File: config.mk
export PLATFORM = sky130hd
export DESIGN_NAME = wrc_top
export DESIGN_NICKNAME = d
export VERILOG_FILES = /design/src/wrc_pkg.sv /design/src/wrc_if.sv /design/src/wrc_stretch.sv /design/src/wrc_top.sv /design/src/wrc_wdog.sv
export SDC_FILE = /design/constraint.sdc
export NUM_CORES = 1
export LEC_CHECK = 0
export BUFFER_PORTS_ARGS = -buffer_cell sky130_fd_sc_hd__buf_2
export CORE_MARGIN = 4
export CORE_UTILIZATION = 35
export CTS_CLUSTER_SIZE = 40
export DETAILED_ROUTE_END_ITERATION = 12
export GPL_ROUTABILITY_DRIVEN = 0
export PLACE_DENSITY = 0.5
export SLEW_MARGIN = 25
export SYNTH_ARGS = -nofsm -noshare
export SYNTH_HDL_FRONTEND = slang
export SYNTH_HIERARCHICAL = 1
export SYNTH_SLANG_ARGS = --single-unit
File: constraint.sdc
create_clock -name clk -period 6.9 [get_ports clk]
set_clock_uncertainty 0.2 [all_clocks]
set_input_delay 0.345 -clock clk [delete_from_list [all_inputs] [get_ports clk]]
set_output_delay 0.345 -clock clk [all_outputs]
set_load 0.005 [all_outputs]
File: src/wrc_pkg.sv
// Shared constants, field layout and types of the reset and watchdog control block.
// Assumes a single 20 MHz system clock; every user names items as wrc_pkg::name.
package wrc_pkg;

  // ***************************************************************
  // Clock and timing
  // ***************************************************************
  localparam int unsigned CLK_HZ      = 20_000_000;
  localparam int unsigned BOD_MIN_NS  = 2000;
  // Least time, rounded up to whole clock cycles
  localparam int unsigned BOD_MIN_CYC =
    (BOD_MIN_NS * (CLK_HZ / 1_000_000) + 999) / 1000;
  localparam int unsigned BOD_CW      = 8;
  localparam logic [BOD_CW-1:0] BOD_LIMIT = BOD_MIN_CYC[BOD_CW-1:0];

  // ***************************************************************
  // Control word layout
  // ***************************************************************
  localparam int unsigned CTRL_W     = 5;
  localparam int unsigned UNLOCK_POS = 4;
  localparam int unsigned ON_POS     = 3;
  localparam int unsigned SEL_LSB    = 0;
  localparam int unsigned SEL_W      = 3;
  localparam logic [2:0]  UNLOCK_CYC = 3'h4;
  localparam logic [SEL_W-1:0] SEL_RST = 3'h0;

  // ***************************************************************
  // Watchdog period and start-up delay
  // ***************************************************************
  localparam int unsigned WD_CW        = 21;
  localparam int unsigned WD_BASE_LOG2 = 14;
  localparam int unsigned TOUT_W       = 16;

  typedef enum logic [1:0] {ST_HOLD, ST_COUNT, ST_DONE} wrc_st_type;

  // Last count of a period: 16K oscillator cycles doubled per code step
  function automatic logic [WD_CW-1:0] wd_last(input logic [SEL_W-1:0] sel);
    logic [WD_CW:0] one_hot;
    one_hot = '0;
    one_hot[WD_BASE_LOG2 + int'(sel)] = 1'b1;
    wd_last = one_hot[WD_CW-1:0] - 1'b1;
  endfunction

endpackage

File: src/wrc_if.sv
// Carrier between the control top and its watchdog counter and reset stretcher.
// Assumes all three modules share one clock.
`timescale 1ns/1ps
interface wrc_if;
  logic                            wd_en;
  logic                            wd_clr;
  logic                            wd_osc;
  logic [wrc_pkg::SEL_W-1:0]       wd_sel;
  logic                            wd_expire;
  logic                            st_hold;
  logic [wrc_pkg::TOUT_W-1:0]      st_tout;
  logic                            st_done;

  modport ctl (output wd_en, wd_clr, wd_osc, wd_sel, st_hold, st_tout,
               input  wd_expire, st_done);
  modport wd  (input  wd_en, wd_clr, wd_osc, wd_sel, output wd_expire);
  modport st  (input  st_hold, st_tout, output st_done);
endinterface

File: src/wrc_stretch.sv
// Reset stretcher: holds reset until the start-up delay has counted out.
// Assumes its async reset is the OR of every asynchronous reset source.
`timescale 1ns/1ps
module wrc_stretch (
  input wire logic clk,    // System clock
  input wire logic src_b,  // Async reset sources combined, active low
  input wire logic ce,     // Clock enable
  wrc_if.st        bus     // Control side
);

  // ***************************************************************
  // Delay counter
  // ***************************************************************
  wrc_pkg::wrc_st_type          st_r;
  wrc_pkg::wrc_st_type          st_nxt;
  logic [wrc_pkg::TOUT_W-1:0]   cnt_r;
  logic [wrc_pkg::TOUT_W-1:0]   tout_r;

  wire counted = (cnt_r == tout_r);

  always_comb begin
    st_nxt = st_r;
    case (st_r)
      wrc_pkg::ST_HOLD:  if (!bus.st_hold) st_nxt = wrc_pkg::ST_COUNT;
      wrc_pkg::ST_COUNT: if (bus.st_hold) st_nxt = wrc_pkg::ST_HOLD;
                         else if (counted) st_nxt = wrc_pkg::ST_DONE;
      default:           if (bus.st_hold) st_nxt = wrc_pkg::ST_HOLD;
    endcase
  end

  always_ff @(posedge clk or negedge src_b) begin
    if (!src_b) begin
      st_r   <= wrc_pkg::ST_HOLD;
      cnt_r  <= '0;
      tout_r <= '0;
    end else if (ce) begin
      st_r  <= st_nxt;
      cnt_r <= (st_r == wrc_pkg::ST_COUNT) ? cnt_r + 1'b1 : '0;
      // Length caught on every hold cycle, so it stays fixed while counting
      if (st_r == wrc_pkg::ST_HOLD) tout_r <= bus.st_tout;
    end
  end

  assign bus.st_done = (st_r == wrc_pkg::ST_DONE);

endmodule // wrc_stretch

File: src/wrc_top.sv
// Reset generation and watchdog control of a small microcontroller.
// Assumes all inputs are synchronous to clk except the reset sources,
// which act asynchronously; the core writes control bits as one-cycle strobes.
`timescale 1ns/1ps
module wrc_top (
  input  wire logic                        clk,              // 20 MHz system clock
  input  wire logic                        rst_b,            // Async reset, active low
  input  wire logic                        ce,               // Clock enable
  input  wire logic                        por_ok,           // Supply above POR level
  input  wire logic                        ext_reset_b,      // Reset pin, active low
  input  wire logic                        bod_en,           // Brown-out detector on
  input  wire logic                        bod_low,          // Supply below lower level
  input  wire logic                        wdt_osc,          // Watchdog oscillator
  input  wire logic                        always_on_fuse,   // Safety level 2 when high
  input  wire logic [wrc_pkg::TOUT_W-1:0]  startup_timeout,  // Delay in clocks
  input  wire logic                        ctrl_wr,          // Control write strobe
  input  wire logic [wrc_pkg::CTRL_W-1:0]  ctrl_wdata,       // Control write data
  input  wire logic                        kick,             // Kick instruction
  input  wire logic                        flag_wr,          // Cause flag write strobe
  input  wire logic                        flag_wdata,       // Cause flag write value
  output logic                             core_reset,       // Internal reset, high
  output logic                             wdog_reset_pulse, // One-clock expiry pulse
  output logic [wrc_pkg::CTRL_W-1:0]       ctrl_rdata,       // Control readback
  output logic                             watchdog_cause_flag, // Last reset by watchdog
  output logic                             brownout_trip     // Filtered brown-out
);

  // ***************************************************************
  // Reset sources
  // ***************************************************************
  // Pin and supply act without the clock; short pin pulses also reset
  wire src_b = rst_b & por_ok & ext_reset_b;
  wire pwr_b = rst_b & por_ok;

  // ***************************************************************
  // Brown-out filter
  // ***************************************************************
  logic [wrc_pkg::BOD_CW-1:0] bod_cnt_r;
  logic [wrc_pkg::BOD_CW-1:0] bod_cnt_nxt;
  logic                       bod_trip_r;

  wire bod_seen   = bod_en & bod_low;
  wire bod_full   = (bod_cnt_r == wrc_pkg::BOD_LIMIT);
  assign bod_cnt_nxt = !bod_seen ? '0 :
                       bod_full  ? bod_cnt_r : bod_cnt_r + 1'b1;
  // Trip once persistent; drop as soon as the supply recovers
  wire bod_trip_nxt = bod_seen & bod_full;

  always_ff @(posedge clk or negedge pwr_b) begin
    if (!pwr_b) begin
      bod_cnt_r  <= '0;
      bod_trip_r <= 1'b0;
    end else if (ce) begin
      bod_cnt_r  <= bod_cnt_nxt;
      bod_trip_r <= bod_trip_nxt;
    end
  end

  // ***************************************************************
  // Sub-blocks
  // ***************************************************************
  wrc_if link ();

  wrc_wdog u_wdog (
    .clk   (clk),
    .rst_b (rst_b),
    .ce    (ce),
    .bus   (link.wd)
  );

  wrc_stretch u_stretch (
    .clk   (clk),
    .src_b (src_b),
    .ce    (ce),
    .bus   (link.st)
  );

  // ***************************************************************
  // Watchdog pulse and internal reset
  // ***************************************************************
  logic wd_pulse_r;
  logic core_reset_r;

  always_ff @(posedge clk or negedge rst_b) begin
    if (!rst_b) begin
      wd_pulse_r <= 1'b0;
    end else if (ce) begin
      // Expiry is a single-cycle strobe, so the pulse is one clock wide
      wd_pulse_r <= link.wd_expire;
    end
  end

  always_ff @(posedge clk or negedge src_b) begin
    if (!src_b) begin
      core_reset_r <= 1'b1;
    end else if (ce) begin
      // Hold request covers the cycle before the stretcher leaves done
      core_reset_r <= ~link.st_done | link.st_hold;
    end
  end

  assign link.st_hold = bod_trip_r | wd_pulse_r;
  assign link.st_tout = startup_timeout;

  // ***************************************************************
  // Control write decode
  // ***************************************************************
  logic                      on_r;
  logic [wrc_pkg::SEL_W-1:0] sel_r;
  logic [2:0]                unlock_cnt_r;
  logic                      on_nxt;
  logic [wrc_pkg::SEL_W-1:0] sel_nxt;
  logic [2:0]                unlock_nxt;

  wire                      lvl2     = always_on_fuse;
  wire                      wr_unl   = ctrl_wdata[wrc_pkg::UNLOCK_POS];
  wire                      wr_on    = ctrl_wdata[wrc_pkg::ON_POS];
  wire [wrc_pkg::SEL_W-1:0] wr_sel   = ctrl_wdata[wrc_pkg::SEL_LSB +: wrc_pkg::SEL_W];
  wire                      win      = (unlock_cnt_r != 3'h0);
  wire                      unl_req  = ctrl_wr & wr_unl & wr_on;
  wire                      chg      = ctrl_wr & ~wr_unl & win;

  // Level 2 ignores the on value; the fuse forces enable anyway
  assign on_nxt = core_reset_r     ? 1'b0 :
                  chg              ? wr_on :
                  (ctrl_wr & wr_on) ? 1'b1 : on_r;
  assign sel_nxt = core_reset_r ? wrc_pkg::SEL_RST :
                   chg          ? wr_sel : sel_r;
  assign unlock_nxt = core_reset_r ? 3'h0 :
                      unl_req      ? wrc_pkg::UNLOCK_CYC :
                      win          ? unlock_cnt_r - 1'b1 : 3'h0;

  wire en_nxt = lvl2 | on_nxt;

  always_ff @(posedge clk or negedge rst_b) begin
    if (!rst_b) begin
      on_r         <= 1'b0;
      sel_r        <= wrc_pkg::SEL_RST;
      unlock_cnt_r <= 3'h0;
    end else if (ce) begin
      on_r         <= on_nxt;
      sel_r        <= sel_nxt;
      unlock_cnt_r <= unlock_nxt;
    end
  end

  assign link.wd_en  = lvl2 | on_r;
  assign link.wd_sel = sel_r;
  assign link.wd_osc = wdt_osc;
  assign link.wd_clr = kick | core_reset_r;

  // ***************************************************************
  // Readback and cause flag
  // ***************************************************************
  logic [wrc_pkg::CTRL_W-1:0] rdata_r;
  logic                       cause_r;
  logic                       bo_out_r;
  logic                       pulse_out_r;

  wire [wrc_pkg::CTRL_W-1:0] rdata_nxt = {(unlock_nxt != 3'h0), en_nxt, sel_nxt};

  always_ff @(posedge clk or negedge rst_b) begin
    if (!rst_b) begin
      rdata_r     <= '0;
      bo_out_r    <= 1'b0;
      pulse_out_r <= 1'b0;
    end else if (ce) begin
      rdata_r     <= rdata_nxt;
      bo_out_r    <= bod_trip_nxt;
      pulse_out_r <= link.wd_expire;
    end
  end

  // Power-on clears; a set arriving with a software clear wins
  always_ff @(posedge clk or negedge pwr_b) begin
    if (!pwr_b) begin
      cause_r <= 1'b0;
    end else if (ce) begin
      if (wd_pulse_r) cause_r <= 1'b1;
      else if (flag_wr && !flag_wdata) cause_r <= 1'b0;
    end
  end

  assign core_reset          = core_reset_r;
  assign wdog_reset_pulse    = pulse_out_r;
  assign ctrl_rdata          = rdata_r;
  assign watchdog_cause_flag = cause_r;
  assign brownout_trip       = bo_out_r;

endmodule // wrc_top

File: src/wrc_wdog.sv
// Watchdog counter: counts rising edges of the watchdog oscillator input.
// Assumes the oscillator level is synchronous to clk and far slower than it.
`timescale 1ns/1ps
module wrc_wdog (
  input wire logic clk,    // System clock
  input wire logic rst_b,  // Async reset, active low
  input wire logic ce,     // Clock enable
  wrc_if.wd        bus     // Control side
);

  // ***************************************************************
  // Oscillator edge and count
  // ***************************************************************
  logic                     osc_d_r;
  logic [wrc_pkg::WD_CW-1:0] cnt_r;
  logic [wrc_pkg::WD_CW-1:0] cnt_nxt;
  logic                     exp_r;

  wire                      tick = bus.wd_osc & ~osc_d_r;
  wire [wrc_pkg::WD_CW-1:0] last = wrc_pkg::wd_last(bus.wd_sel);
  // Compare with >= so a shorter period chosen mid-count still expires
  wire                      hit  = bus.wd_en & tick & (cnt_r >= last);

  assign cnt_nxt = (bus.wd_clr | ~bus.wd_en | hit) ? '0 :
                   tick ? cnt_r + 1'b1 : cnt_r;

  always_ff @(posedge clk or negedge rst_b) begin
    if (!rst_b) begin
      osc_d_r <= 1'b0;
      cnt_r   <= '0;
      exp_r   <= 1'b0;
    end else if (ce) begin
      osc_d_r <= bus.wd_osc;
      cnt_r   <= cnt_nxt;
      exp_r   <= hit;
    end
  end

  assign bus.wd_expire = exp_r;

endmodule // wrc_wdog
; ---- Word level (Yosys, flattened, before mapping)
; Cells that the tools add are included.
[totals]
ff_bits = 82
input_bits = 34
output_inout_bits = 9
elab_cells = 91
[classes]
n_addsub = 6
order_cmp = 3
n_eq_ne = 7
muxes = 22
n_bitwise = 23
reduce_logical = 14
[op_table]
columns = operator, count
row1 = 21-bit two-way mux, 2
row2 = "32-bit by 1-bit >= comparator with 1-bit output, second input constant", 1
row3 = "32-bit by 6-bit < comparator with 1-bit output, second input constant", 1
row4 = "21-bit by 1-bit adder with 21-bit output, second input constant", 1
row5 = 21-bit >= comparator, 1
row6 = "21-bit by 1-bit subtractor with 21-bit output, second input constant", 1
row7 = "16-bit by 1-bit adder with 16-bit output, second input constant", 1
row8 = 16-bit equality test, 1
row9 = 16-bit two-way mux, 1
row10 = 8-bit two-way mux, 2
row11 = 3-bit two-way mux, 5
row12 = 1-bit AND, 12
row13 = 3-bit nonzero test, 3
row14 = "8-bit by 1-bit adder with 8-bit output, second input constant", 1
row15 = "8-bit by 6-bit equality test with 1-bit output, second input constant", 1
row16 = 2-bit two-way mux, 4
row17 = 2-bit AND reduction, 4
row18 = 1-bit OR, 7
row19 = 1-bit two-way mux, 6
row20 = "4-bit by 3-bit adder with 5-bit output, first input constant", 1
row21 = 1-bit demux with 5-bit select, 1
row22 = "2-bit inequality test, second input constant", 2
row23 = 1-bit NOT, 4
row24 = 2-bit case mux with 2 select lines, 1
row25 = other kinds (9), 11

; ---- Depth between registers and ports, before layout
[depth]
word_depth = 11
depth_mapped = 18
ltp_nobuf = 15

; ---- Modules after synthesis
; The synthesis kept the hierarchy.
[by_module_without_submodules]
columns = mod, instances, cells_each, area_per_inst_um2, seq_area_each_um2
row1 = wrc_wdog, 1, 218, 1865.5, 575.6
row2 = wrc_stretch, 1, 159, 1785.5, 850.8
row3 = wrc_top, 1, 115, 1169.9, 551.8

; ---- Worst setup path before layout
; OpenSTA, ideal clock, no wires.
[synth_timing]
path_type = register to register
from = reg sel_r (netlist bit link.wd_sel[1])
to = reg u_wdog/cnt_r[13] (netlist bit)
setup_ps = 80
t_arrival_ps = 3382
required_ps = 6620
path_slack_ps = 3238
path_stages_with_launch = 16
path_buffers = 2
period_less_slack_ps = 3662
cell_sequence = dfrtp_1 > buf_2 > inv_1 > ha_1 > buf_2 > nand4b_2 > ha_1 > mux2_2 > a22oi_1 > ha_1 > a41oi_1 > nor3_1 > a211oi_2 > nand3_2 > or4_1 > o211ai_2
[synth_via]
elab_chain_len = 11
elab_cells_between_ends = 13
cone_classes = add/sub (2) / order compare (3) / mux (3) / bitwise (2) / reduce/logical (3)
[synth_lines]
columns = item, line
row1 = "start, declared", wrc_top.sv:109  ; logic [wrc_pkg::SEL_W-1:0] sel_r;
row2 = "start signal, assigned", wrc_top.sv:138  ; sel_r <= wrc_pkg::SEL_RST;
row3 = "start signal, assigned", wrc_top.sv:142  ; sel_r <= sel_nxt;
row4 = 4-bit by 3-bit adder with 5-bit output (*), wrc_pkg.sv:40  ; one_hot[WD_BASE_LOG2 + int'(sel)] = 1'b1;
row5 = 32-bit by 1-bit >= comparator with 1-bit output (not written as such) / 32-bit by 6-bit < comparator with 1-bit output (equally long branches), wrc_pkg.sv:40
row6 = 1-bit logical AND (not written as such), wrc_pkg.sv:40
row7 = 1-bit two-way mux (not written as such), wrc_pkg.sv:40
row8 = 1-bit demux with 5-bit select (*), -
row9 = 21-bit by 1-bit subtractor with 21-bit output (*), wrc_pkg.sv:41  ; wd_last = one_hot[WD_CW-1:0] - 1'b1;
row10 = 21-bit >= comparator (*), wrc_wdog.sv:22  ; wire hit = bus.wd_en & tick & (cnt_r >= last);
row11 = 1-bit AND (*), wrc_wdog.sv:22
row12 = 1-bit OR (*), wrc_wdog.sv:24  ; assign cnt_nxt = (bus.wd_clr | ~bus.wd_en | hit) ? '0 :
row13 = 2-bit nonzero test (no line), -
row14 = 2-bit AND reduction (no line), -
row15 = "end signal, assigned", wrc_wdog.sv:34  ; cnt_r <= cnt_nxt;
row16 = "end, declared", wrc_wdog.sv:15  ; logic [wrc_pkg::WD_CW-1:0] cnt_r;
; Every way passes the cells marked *; elsewhere a longest branch is shown, timed or not.
; A chain may end at the register's enable or synchronous reset.

; ---- Final worst setup path
[layout_timing]
from = reg sel_r (netlist bit link.wd_sel[1])
to = reg u_wdog/cnt_r[3] (netlist bit)
; Same word-level chain as after synthesis.

==> run_results.csv <==
group,metric,value,unit
run_status,outcome,"complete, no violations",
die,initial_utilization,36.1,%
yosys,netlist-cell-type-count,73,
finish,final_cell_area,5470,sq um
routing,vias,3844,
worst_setup_path,worstSetupEndpointType,"flop",
finish,syn2layout_area_growth,13.4,%
cts,clkSlewWorstSetupHoldPaths,0.06,ns
yosys,synth_top_family_by_area,"simple AND/OR/NAND/NOR gates",
die,num_rows,42,
place,port_buffers,42,
yosys,synth_flop_cell,"dfrtp_1",
yosys,synth.cell_area,4820,sq um
yosys,synthCells,492,
sta,slew_violations,0,
yosys,yosys_warnings,6,
yosys,synth_compound_area_share,15.7,%
power,leakagePower,2.31,nW
yosys,synth-simple-area-share,24.3,%
place,hpwl,7.74,mm
sta,finalSetupViolCount,0,
place,dpl-instance-area,5150,sq um
yosys,synthTopCellsByCount,"78 x dfrtp_1, 45 x nand2_1, 26 x nand3_1, 26 x o21ai_0",
flow_run,maxCapViolCount,0,
power,powerDensity,215,nW/um^2
cts,cts_buffers,9,
die,die_w,125,microns
yosys,postSynthAreaPerCell,9.80,sq um
yosys,synth.net_count,543,
cts,clockBufferDepth,2,
sta,min_period,4.30,ns
cts,clk_latency,0.34,ns
power,power,1.18,mW
routing,drt_pass1_iterations,4,
cts,cts_tree,"done",
routing,first_iter_violations,243,
yosys,synthAdderAreaFrac,4.41,%
sta,hold_viol_final,0,
cts,cts_resized,0,
global_route,grt_pass1_vias,3825,
sta,whs,0.00603,ns
finish,antenna_cells_inserted,0,
global_route,antenna_found_initial,0,
finish,layout-drive-gt1-share,20.7,%
finish,nets,583,
sta,rsz0062_at_grt,"false",
global_route,grt_max_degree,54,
worst_setup_path,criticalPathCategory,"reg2reg",
yosys,synthMuxAreaShare,5.48,%
sta,worst_slew_pin_slew,0.811,ns
yosys,synth_most_common_cell,"dfrtp_1",
routing,routed_wirelength,10.9,mm
worst_setup_path,cp-start-kind,"flop",
yosys,yosysTopAreaCell,"dfrtp_1",
sta,max-slew-margin-rel,45.9,%
cts,clock-sinks,79,
sta,fin_tns_setup,0,ns
cts,htree_levels,3,
die,io_pins,43,
global_route,grt_pass1_wl,18.8,mm
cts,cts-root-buf,"clkbuf_16",
die,fp.dieH,125,microns
yosys,synth_edf_count,0,
sta,timing.fmax,233,MHz
yosys,yosysTopAreaCellShare,40.5,%
routing,avgRoutedWirePerCell,15.4,microns
yosys,ys_seq_elements,79,
global_route,globalRoute.totalOverflow,0,
worst_setup_path,cp_max_fo,14,
die,core-area,13300,sq um
die,die_area,15700,sq um
worst_setup_path,arrival,4.36,ns
power,peakVddDrop,0.155,mV
yosys,synth.top_cells.by_area,"dfrtp_1 40%, mux2_2 4.4%, ha_1 4.4%",
routing,drc_errors,0,
global_route,grt.total_usage,14.5,%
routing,drtAntennaViolNets,0,
yosys,yosysSeqAreaShare,41.0,%
min_path,hold_path_class,"in2async",
routing,via_per_inst,5.39,
yosys,synthArstFlopShare,100,%
yosys,synthXorXnorAreaFrac,4.91,%
sta,period_share,62.3,%
worst_setup_path,cp.required,6.96,ns
## cell usage in the layout (no fill, tap or decap), types with 7 or more instances in the layout
cell / count
o21ai_1: 8
o211ai_1: 9
nor2_1: 21
dfrtp_1: 78
inv_1: 19
ha_1: 17
nand2_1: 45
nand4_1: 21
nor3_1: 7
buf_2: 42
clkbuf_16: 9
o21ai_0: 26
xnor2_1: 19
mux2_2: 19
nand3_1: 26
xor2_1: 8
or3_1: 8
a21oi_1: 21
## final cells by class
class                   instances  area, sq um
clock buffers                  13          250
multi-input cells             376         2650
repair buffers                 47          253
flip-flops and latches         79         1980
inverters                      19         71.3
well taps                     176          220
clock inverters                 3         45.0
fillers                      1368         7880
## metrics by stage
stage	setup slack, ns	instances	utilization, %
3_5_place_dp	2.59	695	38.6
4_1_cts	2.56	713	40.9
6_report	2.60	713	40.9
3_3_place_gp	2.76	695	38.5
5_1_grt	2.24	713	40.9
2_1_floorplan	3.24	492	-
## per-layer routing
layer | GRT usage (%) | part of all wire, % | vias up | routed length [microns]
met2 | 23.4 | 48 | 57 | 5200
li1 | - | - | 1911 | -
met4 | 4.59 | 1.3 | 0 | 141
met5 | 0 | 0 | - | 0
met1 | 19.1 | 48 | 1865 | 5230
met3 | 3.97 | 3.5 | 11 | 380
## sequential cells by signal, indices dropped and copies added, names as in the netlist
signal,cells
bod_cnt_r,8
bod_trip_r,1
brownout_trip,1
core_reset,1
ctrl_rdata,3
link.wd_sel,2
on_r,1
u_stretch/cnt_r,16
u_stretch/st_r,2
u_stretch/tout_r,16
u_wdog/bus.wd_expire,1
u_wdog/cnt_r,21
u_wdog/osc_d_r,1
unlock_cnt_r,3
watchdog_cause_flag,1
wd_pulse_r,1
## final timing paths
| check | startpoint | cells past startpoint | to | slack (ns) |
|---|---|---|---|---|
| min in group clk | startup_timeout[0] | 2 | u_stretch/tout_r[0] | 0.03 |
| worst max register to register | link.wd_sel[1] | 13 | u_wdog/cnt_r[3] | 2.60 |
| worst max-delay path | link.wd_sel[1] | 13 | u_wdog/cnt_r[3] | 2.60 |
| worst min-delay path | ext_reset_b | 3 | u_stretch/cnt_r[8] | 0.006 |
| worst min register to register | u_wdog/bus.wd_expire | 1 | wd_pulse_r | 0.30 |
| max in group asynchronous | rst_b | 4 | core_reset | 4.94 |
## critical path, cell delays in order (launching register included)
cell and delay, ns:
dfrtp_1 0.57, inv_1 0.11, ha_1 0.47, nand4_1 0.17
ha_1 0.31, mux2_2 0.30, a22oi_1 0.21, ha_1 0.27
a41oi_1 0.21, nor3_1 0.08, a211oi_2 0.24, and2_1 0.46
nand3_2 0.35, o21ai_0 0.26
## logic make-up after synthesis
logic type	count (synthesis)
buf+inv	37
flops	79
fa+ha+maj	17
compound gates	113
simple gates	195
xor+xnor	27
mux	24
## timing repair
item | in CTS | in global routing
setup endpoints to repair | 0 | 0
buffers inserted | 0 | 0
hold buffers | 2 | 0
hold endpoints to repair | 44 | 0
## where the power goes
part / leakage [nW] / switching (mW) / total, mW / internal, mW
registers: 1.05 / 0.0471 / 0.557 / 0.509
logic: 1.12 / 0.0643 / 0.143 / 0.0783
clock network: 0.136 / 0.187 / 0.478 / 0.291
total: 2.31 / 0.299 / 1.18 / 0.878
Note: power is estimated with default switching activity, not from simulation.
